<file path="config.mk">
export PLATFORM = sky130hd
export DESIGN_NAME = rfc_ctrl
export DESIGN_NICKNAME = d
export VERILOG_FILES = /design/src/pkg/rfc_pkg.sv /design/src/hdl/rfc_ctrl.sv
export SDC_FILE = /design/constraint.sdc
export NUM_CORES = 1
export LEC_CHECK = 0
export BUFFER_PORTS_ARGS = -buffer_cell sky130_fd_sc_hd__buf_2
export CAP_MARGIN = 5
export CORE_MARGIN = 4
export CORE_UTILIZATION = 40
export DETAILED_ROUTE_END_ITERATION = 7
export SLEW_MARGIN = 20
export SYNTH_ARGS = -nofsm -noshare
export SYNTH_HDL_FRONTEND = slang
export SYNTH_SLANG_ARGS = --single-unit
export TNS_END_PERCENT = 50
</file>
<file path="constraint.sdc">
create_clock -name clk -period 2.65 [get_ports clk]
set_input_delay 0.1325 -clock clk [delete_from_list [all_inputs] [get_ports clk]]
set_output_delay 0.1325 -clock clk [all_outputs]
set_load 0.1 [all_outputs]
</file>
<file path="src/pkg/rfc_pkg.sv">
`default_nettype none
package rfc_pkg;
    // ----------------------------------------
    // Sizes
    // ----------------------------------------
    localparam int          FIFO_DEPTH = 24;
    localparam int          BYTE_W     = 8;
    localparam int          CNT_W      = 5;
    localparam int          LEN_W      = 12;
    localparam int          RXL_W      = 10;
    // ----------------------------------------
    // Register addresses
    // ----------------------------------------
    localparam logic [7:0]  ADR_RXLEN  = 8'h1b;
    localparam logic [7:0]  ADR_FSTAT  = 8'h1c;
    localparam logic [7:0]  ADR_TXLEN1 = 8'h1d;
    localparam logic [7:0]  ADR_TXLEN2 = 8'h1e;
    localparam logic [7:0]  ADR_FIFO   = 8'h1f;
    // ----------------------------------------
    // Direct command codes
    // ----------------------------------------
    localparam logic [7:0]  CMD_IDLE   = 8'h80;
    localparam logic [7:0]  CMD_INIT   = 8'h83;
    localparam logic [7:0]  CMD_HOPM   = 8'h84;
    localparam logic [7:0]  CMD_HOPA   = 8'h85;
    localparam logic [7:0]  CMD_ADC    = 8'h87;
    localparam logic [7:0]  CMD_FRST   = 8'h8f;
    localparam logic [7:0]  CMD_TXC    = 8'h90;
    localparam logic [7:0]  CMD_TXH    = 8'h91;
    localparam logic [7:0]  CMD_TXN    = 8'h92;
    localparam logic [7:0]  CMD_DTXN   = 8'h93;
    localparam logic [7:0]  CMD_DTXC   = 8'h94;
    localparam logic [7:0]  CMD_RXBLK  = 8'h96;
    localparam logic [7:0]  CMD_RXEN   = 8'h97;
    localparam logic [7:0]  CMD_QUERY  = 8'h98;
    localparam logic [7:0]  CMD_QADJD  = 8'h9c;
    localparam logic [7:0]  CMD_REQRN  = 8'h9f;
    // ----------------------------------------
    // Levels, lengths and timing
    // ----------------------------------------
    localparam logic [4:0]  HI_LEVEL   = 5'h12;
    localparam logic [4:0]  LO_LEVEL   = 5'h06;
    localparam logic [4:0]  RDY_LIMIT  = 5'h16;
    localparam logic [11:0] START_CNT  = 12'h003;
    localparam logic [11:0] QUERY_TX   = 12'h002;
    localparam logic [9:0]  QUERY_RXL  = 10'h010;
    localparam logic [9:0]  REQRN_RXL  = 10'h020;
    localparam int          FOVE_BIT   = 5;
    localparam int          CLK_NS     = 4;
    localparam int          ADC_NS     = 20000;
    localparam int          ADC_CYC    = ADC_NS / CLK_NS;

    typedef enum logic [1:0] {
        CRC_16,
        CRC_NONE,
        CRC_5
    } rfc_crc_t;

    typedef struct packed {
        logic       wr;
        logic       rd;
        logic       cmd;
        logic [7:0] addr;
        logic [7:0] data;
    } rfc_host_req_t;

    typedef struct packed {
        logic       start;
        rfc_crc_t   crc;
        logic       hdr;
        logic [7:0] code;
    } rfc_tx_ctl_t;
endpackage
`default_nettype wire

</file>
<file path="src/hdl/rfc_ctrl.sv">
// Functional notes
// - Nonzero receive bit count stops receiver after that many bits; zero stops on pause.
// - Query commands force receive length 16; random-number request forces 32.
// - Receive bit count clears at reset, enable low and after good reception.
// - High-level flag rises when receiving and 18 bytes are held.
// - Low-level flag rises when transmitting and six bytes or fewer remain.
// - Overflow flag, status bit 5, sets when writing into a full FIFO.
// - Status low five bits give the unread byte count.
// - Twelve-bit byte count: bits 11..4 in first register, 3..0 upper nibble of second.
// - First transmit length register clears at reset, enable low and frame end.
// - Three-bit partial byte size is used only when the partial flag is one.
// - Second transmit length register cannot be read back by the host.
// - Low bits of second register report valid bits of last received byte.
// - Data port reaches a 24-byte ring with wrapping pointers.
// - Command codes 80..9f decoded; undefined codes ignored.
// - Software init clears all logic except the enable filter, like a power-on reset.
// - Command 84 selects main divider (default), 85 auxiliary divider.
// - Command 87 starts a conversion of the selected source into the readout.
// - FIFO reset clears pointers, interrupt flags and the error position.
// - Transmit starts at third byte written, or when a shorter message is complete.
// - Transmit commands append CRC-16, except the no-CRC variants 92 and 93; 91 flags header bit.
// - Query sends CRC-5; repeat and adjust queries send no CRC.
// - Receiver block holds decoder in reset until enable command, or end of transmit once any receive wait has run out.
// - Conversion result valid within twenty microseconds of the trigger.
`timescale 1ns/1ps
`default_nettype none

module rfc_fifo #(
    parameter int W = 8,
    parameter int D = 24,
    parameter int CW = 5
) (
    // Clock and reset
    input  wire logic          clk,
    input  wire logic          reset,
    input  wire logic          clear,
    // Fill side
    input  wire logic          in_valid,
    output logic               in_ready,
    input  wire logic [W-1:0]  in_data,
    // Drain side
    output logic               out_valid,
    input  wire logic          out_ready,
    output logic [W-1:0]       out_data,
    output logic [CW-1:0]      count
);
    typedef struct packed {
        logic [CW-1:0] wp;
        logic [CW-1:0] rp;
        logic [CW-1:0] cnt;
    } rfc_fifo_st_t;

    localparam logic [CW-1:0] LAST = CW'(D - 1);
    localparam logic [CW-1:0] FULL = CW'(D);

    rfc_fifo_st_t  r;
    rfc_fifo_st_t  next_r;
    logic [W-1:0]  mem [D];
    logic          push;
    logic          pop;

    assign in_ready  = (r.cnt != FULL);
    assign out_valid = (r.cnt != '0);
    assign out_data  = mem[r.rp];
    assign count     = r.cnt;
    assign push      = in_valid && in_ready;
    assign pop       = out_valid && out_ready;

    always_comb begin
        next_r = r;
        // Pointers wrap at the last cell, not at a power of two
        if (push) begin
            next_r.wp = (r.wp == LAST) ? '0 : r.wp + 1'b1;
        end
        if (pop) begin
            next_r.rp = (r.rp == LAST) ? '0 : r.rp + 1'b1;
        end
        next_r.cnt = r.cnt + CW'(push) - CW'(pop);
        if (clear) begin
            next_r = '0;
        end
    end

    always_ff @(posedge clk) begin
        if (reset) begin
            r <= '0;
        end else begin
            r <= next_r;
        end
        if (push && !clear) begin
            mem[r.wp] <= in_data;
        end
    end

    no_full_push_a: assert property (@(posedge clk) disable iff (reset)
        (in_valid && !in_ready && !out_ready && !clear) |=> (r.cnt == FULL && $stable(r.wp)))
        else $error("write into full FIFO changed it");
endmodule

module rfc_ctrl
    import rfc_pkg::*;
#(
    parameter int ADC_WAIT = ADC_CYC
) (
    // Clock, reset and enable pin
    input  wire logic                 clk,
    input  wire logic                 reset,
    input  wire logic                 en,
    // Host register and command port
    input  wire rfc_host_req_t        host,
    output logic [7:0]                host_rdata,
    // Transmitter
    output rfc_tx_ctl_t               tx_ctl,
    output logic                      tx_byte_valid,
    input  wire logic                 tx_byte_ready,
    output logic [7:0]                tx_byte,
    output logic [11:0]               tx_complete_bytes,
    output logic [3:0]                tx_partial,
    input  wire logic                 tx_eof,
    // Receiver
    input  wire logic                 rx_byte_valid,
    output logic                      rx_byte_ready,
    input  wire logic [7:0]           rx_byte,
    input  wire logic                 rx_done,
    input  wire logic [4:0]           rx_tail,
    input  wire logic                 rx_wait_active,
    output logic [9:0]                rx_bit_limit,
    output logic                      rx_stop_on_pause,
    output logic                      rx_block,
    // Synthesizer, converter and flags
    output logic                      pll_aux_sel,
    output logic                      adc_start,
    input  wire logic [7:0]           adc_value,
    output logic [7:0]                adc_result,
    output logic                      flags_clear
);
    // ----------------------------------------
    // State
    // ----------------------------------------
    typedef struct packed {
        logic          en_s1;
        logic          en_s2;
        logic          en_s3;
        logic          en_ok;
        logic [7:0]    rxlen;
        logic          q_len;
        logic          r_len;
        logic [9:0]    rx_limit;
        logic          pause_stop;
        logic [7:0]    txh;
        logic [7:0]    txl;
        logic [4:0]    tail;
        logic          fove;
        logic [7:0]    rdata;
        logic          tx_mode;
        logic          tx_armed;
        logic [11:0]   wr_cnt;
        rfc_tx_ctl_t   tx;
        logic          blk;
        logic          rel_pend;
        logic          aux;
        logic          adc_go;
        logic          adc_busy;
        logic [12:0]   adc_cnt;
        logic [7:0]    adc_res;
        logic          clr;
        logic          rx_rdy;
        logic          out_v;
        logic [7:0]    out_d;
    } rfc_st_t;

    rfc_st_t       r;
    rfc_st_t       next_r;

    logic          wr_fifo;
    logic          rd_fifo;
    logic          f_in_valid;
    logic          f_in_ready;
    logic [7:0]    f_in_data;
    logic          f_out_valid;
    logic          f_out_ready;
    logic [7:0]    f_out_data;
    logic [4:0]    f_cnt;
    logic          f_clear;
    logic          tx_pop;
    logic          wipe;
    logic          fhil;
    logic          flol;
    logic [7:0]    fstat;
    logic [11:0]   tot;

    // ----------------------------------------
    // Data path glue
    // ----------------------------------------
    assign wr_fifo     = host.wr && host.addr == ADR_FIFO;
    assign rd_fifo     = host.rd && host.addr == ADR_FIFO;
    // Host writes win the fill port; the receiver sees ready drop first
    assign f_in_valid  = wr_fifo || rx_byte_valid;
    assign f_in_data   = wr_fifo ? host.data : rx_byte;
    assign tx_pop      = r.tx_mode && !rd_fifo && f_out_valid && (!r.out_v || tx_byte_ready);
    assign f_out_ready = rd_fifo || tx_pop;
    assign wipe        = host.cmd && host.data == CMD_INIT || !r.en_ok;
    assign f_clear     = wipe || host.cmd && host.data == CMD_FRST;
    assign fhil        = !r.tx_mode && f_cnt >= HI_LEVEL;
    assign flol        = r.tx_mode && f_cnt <= LO_LEVEL;
    assign fstat       = {fhil, flol, r.fove, f_cnt};
    // Partial byte counts only when its flag is set
    assign tot         = r.q_len ? QUERY_TX : {r.txh, r.txl[7:4]} + LEN_W'(r.txl[0]);

    rfc_fifo #(
        .W  (BYTE_W),
        .D  (FIFO_DEPTH),
        .CW (CNT_W)
    ) u_fifo (
        .clk       (clk),
        .reset     (reset),
        .clear     (f_clear),
        .in_valid  (f_in_valid),
        .in_ready  (f_in_ready),
        .in_data   (f_in_data),
        .out_valid (f_out_valid),
        .out_ready (f_out_ready),
        .out_data  (f_out_data),
        .count     (f_cnt)
    );

    // ----------------------------------------
    // Next state
    // ----------------------------------------
    always_comb begin
        next_r = r;
        next_r.en_s1 = en;
        next_r.en_s2 = r.en_s1;
        next_r.en_s3 = r.en_s2;
        if (r.en_s2 == r.en_s3) begin
            next_r.en_ok = r.en_s3;
        end
        next_r.tx.start = 1'b0;
        next_r.adc_go = 1'b0;
        next_r.clr = 1'b0;
        next_r.rx_rdy = f_cnt < RDY_LIMIT;

        // Register writes
        if (host.wr) begin
            unique case (host.addr)
                ADR_RXLEN:  next_r.rxlen = host.data;
                ADR_TXLEN1: next_r.txh = host.data;
                ADR_TXLEN2: next_r.txl = host.data;
                default: ;
            endcase
        end
        if (wr_fifo && !f_in_ready) begin
            next_r.fove = 1'b1;
        end

        // Register reads; the transmit half of 1e never reads back
        if (host.rd) begin
            unique case (host.addr)
                ADR_RXLEN:  next_r.rdata = r.rxlen;
                ADR_FSTAT:  next_r.rdata = fstat;
                ADR_TXLEN1: next_r.rdata = r.txh;
                ADR_TXLEN2: next_r.rdata = {3'h0, r.tail};
                ADR_FIFO:   next_r.rdata = f_out_valid ? f_out_data : 8'h00;
                default:    next_r.rdata = 8'h00;
            endcase
        end

        // Transmit start once enough bytes are in
        if (r.tx_armed && wr_fifo && f_in_ready) begin
            next_r.wr_cnt = r.wr_cnt + 1'b1;
            if (next_r.wr_cnt >= START_CNT || next_r.wr_cnt >= tot) begin
                next_r.tx_armed = 1'b0;
                next_r.tx.start = 1'b1;
            end
        end

        // Byte register toward the transmitter
        if (r.out_v && tx_byte_ready) begin
            next_r.out_v = 1'b0;
        end
        if (tx_pop) begin
            next_r.out_v = 1'b1;
            next_r.out_d = f_out_data;
        end

        // Direct commands
        if (host.cmd) begin
            case (host.data)
                CMD_IDLE: ;
                CMD_HOPM: next_r.aux = 1'b0;
                CMD_HOPA: next_r.aux = 1'b1;
                CMD_ADC: begin
                    next_r.adc_go = 1'b1;
                    next_r.adc_busy = 1'b1;
                    next_r.adc_cnt = '0;
                end
                CMD_FRST: begin
                    next_r.fove = 1'b0;
                    next_r.clr = 1'b1;
                    next_r.out_v = 1'b0;
                end
                CMD_TXC, CMD_TXH, CMD_TXN, CMD_DTXN, CMD_DTXC, CMD_QUERY: begin
                    next_r.tx_mode = 1'b1;
                    next_r.tx_armed = 1'b1;
                    next_r.wr_cnt = '0;
                    next_r.tx.code = host.data;
                    next_r.tx.hdr = host.data == CMD_TXH;
                    next_r.tx.crc = (host.data == CMD_TXN || host.data == CMD_DTXN) ? CRC_NONE : CRC_16;
                    if (host.data == CMD_QUERY) begin
                        next_r.tx.crc = CRC_5;
                        next_r.q_len = 1'b1;
                    end
                end
                CMD_RXBLK: {next_r.blk, next_r.rel_pend} = 2'b10;
                CMD_RXEN: begin
                    next_r.blk = 1'b0;
                    next_r.rel_pend = 1'b0;
                end
                8'h99, 8'h9a, 8'h9b, CMD_QADJD, 8'h9d, 8'h9e, CMD_REQRN: begin
                    next_r.tx_mode = 1'b1;
                    next_r.tx.start = 1'b1;
                    next_r.tx.code = host.data;
                    next_r.tx.hdr = 1'b0;
                    next_r.tx.crc = CRC_NONE;
                    next_r.q_len = host.data <= CMD_QADJD;
                    next_r.r_len = host.data == CMD_REQRN;
                end
                default: ;
            endcase
        end

        // Frame end from the transmitter
        if (tx_eof) begin
            next_r.tx_mode = 1'b0;
            next_r.txh = 8'h00;
            next_r.rel_pend = next_r.blk;
        end
        // Pending release after frame end waits until any receive wait has run out
        if (next_r.rel_pend && !rx_wait_active && !tx_eof) begin
            next_r.blk = 1'b0;
            next_r.rel_pend = 1'b0;
        end

        // Good reception
        if (rx_done) begin
            next_r.rxlen = 8'h00;
            next_r.q_len = 1'b0;
            next_r.r_len = 1'b0;
            next_r.tail = rx_tail;
        end

        // Converter settling
        if (r.adc_busy) begin
            next_r.adc_cnt = r.adc_cnt + 1'b1;
            if (r.adc_cnt == 13'(ADC_WAIT - 1)) begin
                next_r.adc_busy = 1'b0;
                next_r.adc_res = adc_value;
            end
        end

        next_r.rx_limit = {2'h0, next_r.rxlen};
        if (next_r.r_len) begin
            next_r.rx_limit = REQRN_RXL;
        end else if (next_r.q_len) begin
            next_r.rx_limit = QUERY_RXL;
        end
        next_r.pause_stop = next_r.rx_limit == '0;

        // Soft init and enable low act like power-on reset
        if (wipe) begin
            next_r = '0;
            next_r.en_s1 = en;
            next_r.en_s2 = r.en_s1;
            next_r.en_s3 = r.en_s2;
            next_r.en_ok = r.en_ok;
            if (r.en_s2 == r.en_s3) begin
                next_r.en_ok = r.en_s3;
            end
        end
    end

    always_ff @(posedge clk) begin
        if (reset) begin
            r <= '0;
        end else begin
            r <= next_r;
        end
    end

    // ----------------------------------------
    // Outputs
    // ----------------------------------------
    assign host_rdata        = r.rdata;
    assign tx_ctl            = r.tx;
    assign tx_byte_valid     = r.out_v;
    assign tx_byte           = r.out_d;
    assign tx_complete_bytes = {r.txh, r.txl[7:4]};
    assign tx_partial        = r.txl[3:0];
    assign rx_byte_ready     = r.rx_rdy;
    assign rx_bit_limit      = r.rx_limit;
    assign rx_stop_on_pause  = r.pause_stop;
    assign rx_block          = r.blk;
    assign pll_aux_sel       = r.aux;
    assign adc_start         = r.adc_go;
    assign adc_result        = r.adc_res;
    assign flags_clear       = r.clr;

    // ----------------------------------------
    // Checks
    // ----------------------------------------
    rxlen_clear_a: assert property (@(posedge clk) disable iff (reset)
        rx_done && !host.wr |=> r.rxlen == 8'h00)
        else $error("receive length not cleared after reception");

    query_len_a: assert property (@(posedge clk) disable iff (reset)
        host.cmd && host.data == CMD_QUERY && r.en_ok && !rx_done |=> ##1 rx_bit_limit == QUERY_RXL)
        else $error("query receive length not 16");

    reqrn_len_a: assert property (@(posedge clk) disable iff (reset)
        host.cmd && host.data == CMD_REQRN && r.en_ok && !rx_done |=> ##1 rx_bit_limit == REQRN_RXL)
        else $error("request receive length not 32");

    overflow_flag_a: assert property (@(posedge clk) disable iff (reset)
        wr_fifo && !f_in_ready && !wipe && !host.cmd |=> r.fove ##1 fstat[FOVE_BIT] || host.cmd)
        else $error("overflow flag missing");

    txlen_eof_a: assert property (@(posedge clk) disable iff (reset)
        tx_eof |=> r.txh == 8'h00)
        else $error("first length register not cleared at frame end");

    fifo_reset_a: assert property (@(posedge clk) disable iff (reset)
        host.cmd && host.data == CMD_FRST |=> f_cnt == '0 && !r.fove && flags_clear)
        else $error("FIFO reset incomplete");

    tx_start_a: assert property (@(posedge clk) disable iff (reset)
        r.tx_armed && wr_fifo && f_in_ready && !wipe && !host.cmd && r.wr_cnt == 12'h002 |=> tx_ctl.start)
        else $error("transmit did not start at third byte");

    adc_bound_a: assert property (@(posedge clk) disable iff (reset)
        r.adc_busy |-> r.adc_cnt < 13'(ADC_WAIT))
        else $error("conversion longer than allowed");

    hi_level_a: assert property (@(posedge clk) disable iff (reset)
        $rose(fstat[7]) |-> !r.tx_mode && f_cnt >= HI_LEVEL && $past(f_cnt) < HI_LEVEL || $fell(r.tx_mode))
        else $error("high level flag at wrong level");

    block_rx_a: assert property (@(posedge clk) disable iff (reset)
        host.cmd && host.data == CMD_RXBLK && !wipe && !tx_eof |=> rx_block)
        else $error("receiver not held in reset");
endmodule
`default_nettype wire

</file>
## Yosys cells after proc, flatten, opt, wreduce, memory -nomap -nowiden

Memories as Yosys holds them, arrays and structs flattened. A register that Yosys moved wholly into a read port is not among the register bits.
Cells that the tools add are included.

| cells by class | value |
|---|---|
| add/sub/neg operators | 7 |
| $lt $le $gt $ge | 6 |
| eq/ne operators | 30 |
| mux-type cells | 44 |
| bitwise operators | 1 |
| reductions and logical operators | 54 |

Operators by type and width:

| operator | count |
|---|---|
| == test 8 bit (second input constant) | 20 |
| 2-to-1 mux 8 bit | 7 |
| 2-to-1 mux 43 bit | 1 |
| == test 8 x 5 -> 1 bit (second input constant) | 5 |
| case mux 8 bit (5 select lines) | 1 |
| 2-to-1 mux 22 bit | 1 |
| case mux 11 bit (2 select lines) | 1 |
| 2-to-1 mux 5 bit | 4 |
| logical AND 1 bit | 18 |
| 2-to-1 mux 1 bit | 18 |
| 2-to-1 mux 15 bit | 1 |
| 2-to-1 mux 14 bit | 1 |
| AND reduction 2 bit | 7 |
| adder 13 x 1 -> 13 bit (second input constant) | 1 |
| == test 13 bit (second input constant) | 1 |
| 2-to-1 mux 13 bit | 1 |
| OR reduction 13 bit | 1 |
| adder 12 x 1 -> 12 bit | 1 |
| adder 12 x 1 -> 12 bit (second input constant) | 1 |
| greater-or-equal comparator 12 bit | 1 |
| greater-or-equal comparator 12 x 2 -> 1 bit (second input constant) | 1 |
| 2-to-1 mux 12 bit | 1 |
| adder 5 x 1 -> 5 bit (second input constant) | 2 |
| == test 5 bit (second input constant) | 2 |
| other kinds (23) | 44 |

| word-level totals | value |
|---|---|
| flip-flop bits (word level) | 133 |
| memory bits (writable) | 192 |
| input port bits | 48 |
| output and inout bits | 69 |
| memories | 1 |

Memories:

| name | depth | bits a word | rd ports | clocked after Yosys merged registers in | write ports | RTL line | text |
|---|---|---|---|---|---|---|---|
| u_fifo.mem | 24 | 8 | 1 | 1 | 1 | rfc_ctrl.sv:58 | `logic [W-1:0] mem [D];` |

## Longest topological paths before layout

| depth | value |
|---|---|
| depth after elaboration | 12 |
| depth in mapped cells | 12 |
| depth with buffers taken out | 12 |

## By module

From an unflattened synthesis, not the netlist that was laid out.

| unflattened totals | value |
|---|---|
| cells, all modules | 1,233 |
| area total of the unflattened synthesis | 15,064.4 µm² |

By module, submodules not included:

| module | instances | cells each | area an instance (µm²) |
|---|---|---|---|
| rfc_fifo | 1 | 487 | 8,543.2 |
| rfc_ctrl | 1 | 746 | 6,521.3 |

## Worst setup path after synthesis

No wires, ideal clock.

| path | value |
|---|---|
| kind | register to register |
| start | register r (netlist bit tx_byte_valid) |
| end | register u_fifo.r (netlist bit u_fifo.count[4]) |
| arrival | 2,777 ps |
| setup slack | -198 ps |
| stages on the path, launching flop included | 12 |
| buffers on the path | 0 |
| clock period less this slack | 2,848 ps |
| cell sequence | dfxtp_1 > nand2b_1 > nand2_1 > a21oi_2 > ha_1 > inv_1 > ha_1 > fa_1 > a21oi_1 > nor2_1 > or3_1 > a21oi_1 |

| between the ends | value |
|---|---|
| longest elaborated chain between the ends | 6 |

RTL lines:

| what | RTL line | text |
|---|---|---|
| start, declared | rfc_ctrl.sv:172 | `rfc_st_t r;` |
| start signal, assigned | rfc_ctrl.sv:386 | `r <= next_r;` |
| logical NOT 1 bit | rfc_ctrl.sv:200 | `assign tx_pop = r.tx_mode && !rd_fifo && f_out_valid && (!r.out_v \|\| tx_byte_ready);` |
| logical OR 1 bit | rfc_ctrl.sv:200 |  |
| logical AND 1 bit | rfc_ctrl.sv:200 |  |
| logical OR 1 bit | rfc_ctrl.sv:201 | `assign f_out_ready = rd_fifo \|\| tx_pop;` |
| logical AND 1 bit | rfc_ctrl.sv:67 | `assign pop = out_valid && out_ready;` |
| subtractor 5 x 1 -> 5 bit | rfc_ctrl.sv:78 | `next_r.cnt = r.cnt + CW'(push) - CW'(pop);` |
| end signal, assigned | rfc_ctrl.sv:88 | `r <= next_r;` |
| end, declared | rfc_ctrl.sv:56 | `rfc_fifo_st_t r;` |

Every way passes these cells.
A chain may end at the register's enable or synchronous reset.

## Worst setup path in the final report

| path | value |
|---|---|
| start | register r (netlist bit tx_partial[0]) |
| end | register r (netlist bit tx_ctl[11]) |

| between the ends | value |
|---|---|
| longest elaborated chain between the ends | 8 |

RTL lines:

| what | RTL line | text |
|---|---|---|
| adder 12 x 1 -> 12 bit * | rfc_ctrl.sv:208 | `assign tot = r.q_len ? QUERY_TX : {r.txh, r.txl[7:4]} + LEN_W'(r.txl[0]);` |
| 2-to-1 mux 12 bit * | rfc_ctrl.sv:208 |  |
| greater-or-equal comparator 12 bit * | rfc_ctrl.sv:271 | `if (next_r.wr_cnt >= START_CNT \|\| next_r.wr_cnt >= tot) begin` |
| logical OR 1 bit * | rfc_ctrl.sv:271 |  |
| 2-to-1 mux 1 bit * | rfc_ctrl.sv:271 |  |
| 2-to-1 mux 14 bit * | rfc_ctrl.sv:269 | `if (r.tx_armed && wr_fifo && f_in_ready) begin` |
| 2-to-1 mux 1 bit | rfc_ctrl.sv:288 | `case (host.data)` |
| 2-to-1 mux 43 bit * | rfc_ctrl.sv:287 | `if (host.cmd) begin` |

Every way passes the cells marked *; elsewhere a longest branch is shown, timed or not. The select of a mux whose other input is x is not followed.

==> results.yml <==
logic_synthesis:
  yosys_warnings: 0
  synth_edf_count: 192
  synth.avg_cell_area_um2: 12.45
  syn-cell-area_um2: 14680
  synth_flop_cell: "edfxtp_1"
  yosysSeqAreaShare_pct: 57.83
  async_flop_share_pct: 0
  postSynthCellCount: 1179
  yosysUniqueCellTypes: 72
  synthTopCellsByArea: "edfxtp_1, dfxtp_1, mux4_2"
  synth_top_area_share_pct: 39.28
  ys_seq_elements: 328
  synth_top_area_cell: "edfxtp_1"
grt:
  grt_usage_pct: 17.98
  grt_pass1_wl_um: 55660
  antenna_found_initial: 1
  grt_max_degree: 50
  grt_pass1_vias: 9725
  gr-total-overflow: 0
timing:
  fin_skew_ps: 20.12
  worst_pin_slew_ps: 887.3
  setup_tns_ps: 0
  hold_viol_final: 0
  timing.fmax_ghz: 0.3859
  fin_crit_ps: 2591
  setup_viol: 0
  setup_ws_ps: 58.89
  slew_headroom_pct: 40.59
  rsz0062_at_grt: "true"
  slew_viol_final: 0
  fin_crit_sh_pct: 97.78
  whs_ps: 23.43
routing:
  drcViolationCount: 0
  wirelength_um: 36410
  dr.pass1.iters: 5
  drt_iter0_markers: 762
  vias_per_cell: 5.332
  ant_nets: 0
  vias: 9790
  wl_per_cell_um: 19.83
finish:
  final_cells: 1836
  final_layout_size_suffix_gt1_share_pct: 27.85
  antenna_cells: 0
  final_nets: 1432
  fill_cells: 3168
  syn_to_final_growth_pct: 19.01
setup_path:
  crit_path_max_fanout: 2
  path_buf_inv: 0
  r2r_start: "tx_partial[0]"
  crit_start: "tx_partial[0]"
  crit_type: "reg2reg"
  crit_chain: "ha_4 > ha_4 > nand3_2 > or3_1 > a21o_1 > ha_4 > and3_4 > o2111ai_2 > o211ai_1 > a221oi_2 > and3_1 > a211oi_2"
  cpMaxStageDelayCell: "dfxtp_4"
  critical_path_arrival_ps: 3040
  cp.required_ps: 3100
  cp-start-kind: "register"
  crit_cells: 12
  crit_path_frequent_cell: "ha_4"
  reg2regPathDepth: 12
  crit_family: "compound AO/OA/AOI/OAI gates"
  critPathCaptureType: "register"
  cpPeakStageDelay_ps: 360
floorplan:
  start_util_pct: 40.87
  dieArea_um2: 39820
  coreArea_um2: 35910
  die_h_um: 199.6
  io_pins: 117
  core.rowCount: 69
  die-width_um: 199.6
hold_path:
  min_path_cells: 3
  min-delay-start: "host[3]"
  hold_class: "in2reg"
pwr:
  power_density_nw_per_um2: 596.2
  p_total_mw: 10.41
  ir_drop_v: 0.0003803
  p_leak_nw: 6.375
cts:
  cts_tree: "yes"
  root_buffer: "clkbuf_16"
  cts_made_buffers: 36
  insertion_delay_ps: 530
  path_clk_slew_ps: 60
  htreeDepth: 2
  cts.path.max_buffers: 3
  cts_num_sinks: 328
placed_design:
  dp_cells: 1746
  io_buffers: 114
  place.gp.congestion: 0.8986
  dp_hpwl_um: 25320
  pre_cts_ws_ps: -133.5
flow_run:
  drv_cap: 0
outcome:
  status: "finished clean"
per-layer routing:
metal | vias up | GRT usage (%) | wire [um]
met5 | - | 0 | 13
met4 | 2 | 4.679 | 797
met3 | 64 | 3.085 | 2047
met2 | 249 | 30.18 | 17260
met1 | 4835 | 24.35 | 16290
li1 | 4640 | - | -
report_power, final:
group	switching, mW	internal [mW]	leakage, nW
clock	2.02	2.77	0.551
combinational	0.160	0.0840	3.00
sequential	0.000732	5.39	2.82
logic make-up after synthesis:
group / count (synthesis) / share of synthesized area [%]
AND/OR/NAND/NOR: 380 / 13.13
adder cells (fa/ha/maj): 37 / 3.205
buffers and inverters: 135 / 5.490
flip-flops: 328 / 57.83
AO/OA/AOI/OAI: 164 / 7.698
multiplexers: 98 / 10.48
XOR/XNOR: 36 / 2.148
other: 1 / 0.02555
cell usage after synthesis (all sizes together), types with 12 or more instances:
cell	count
clkbuf	24
dfxtp	136
nor2	136
or3	12
xor2	18
o21ai	31
xnor2	18
a21oi	52
nor2b	17
nand3	36
and3	16
edfxtp	192
a22oi	23
mux2i	49
inv	21
nand2b	19
mux4	44
ha	36
nand4	20
nand2	77
buf	90
nor3	15
cells in the final DEF (no fill, tap or decap), types with 6 or more instances in the layout:
master         instances
clkbuf_1              12
dfxtp_1              128
xnor2_1               17
dlygate4sd3_1         21
ha_1                  30
edfxtp_1             192
a21oi_1               49
a22oi_1               22
xor2_1                17
nand2_1               76
nor2_1               128
and3_1                14
nor3_1                13
nand4_1               19
buf_4                105
a221oi_2               6
or3_1                 12
inv_1                 21
nand3_1               32
dfxtp_2                7
nor2b_1               17
buf_2                114
clkinv_2               8
mux4_2                44
nand2b_1              18
clkbuf_16             36
mux2i_1               49
a22o_1                11
nor2_2                 6
o21ai_0               27
through the flow:
stage	util, %	area, um^2
final	48.64	17470
after global routing	48.64	17470
after CTS	48.20	17310
after detailed placement	44.34	15930
after global placement	44.34	15930
after floorplan	-	14680
timing repair:
item	in CTS	in global routing
hold buffers	21	0
resized for setup	12	27
setup endpoints to repair	2	3
hold endpoints to repair	23	0
pin swaps	6	16
setup buffers	0	3
flip-flops by register name, summed over array words and instances (netlist names), 4 cells and up, named ones only:
name,cells
adc_result,8
host_rdata,8
r,48
rx_bit_limit,8
tx_byte,8
tx_complete_bytes,12
tx_ctl,12
tx_partial,4
u_fifo.count,5
u_fifo.mem,192
u_fifo.r,10
worst paths after layout:
check,to,slack [ps]
setup / recovery,tx_ctl[11],60
hold / removal,tx_complete_bytes[7],20
setup reg to reg,tx_ctl[11],60
hold reg to reg,r[116],450
worst reg2reg max path, delay by kind of cell (launching register included):
family	cells	cell delay [ps]
AO/OA/AOI/OAI	5	810
AND/OR/NAND/NOR	4	790
flip-flops	1	360
adder cells (fa/ha/maj)	3	550
final cells by class:
class                           instances  area, um^2  area share [%]
Sequential cell                       328        8501           48.66
Clock inverter                         17       163.9          0.9383
Multi-Input combinational cell        717        5568           31.87
Clock buffer                           49       959.7           5.494
Timing Repair Buffer                  243        1620           9.276
Tap cell                              461       576.8           3.302
Inverter                               21       78.83          0.4513
No activity file was read; power rests on OpenSTA's default activity.
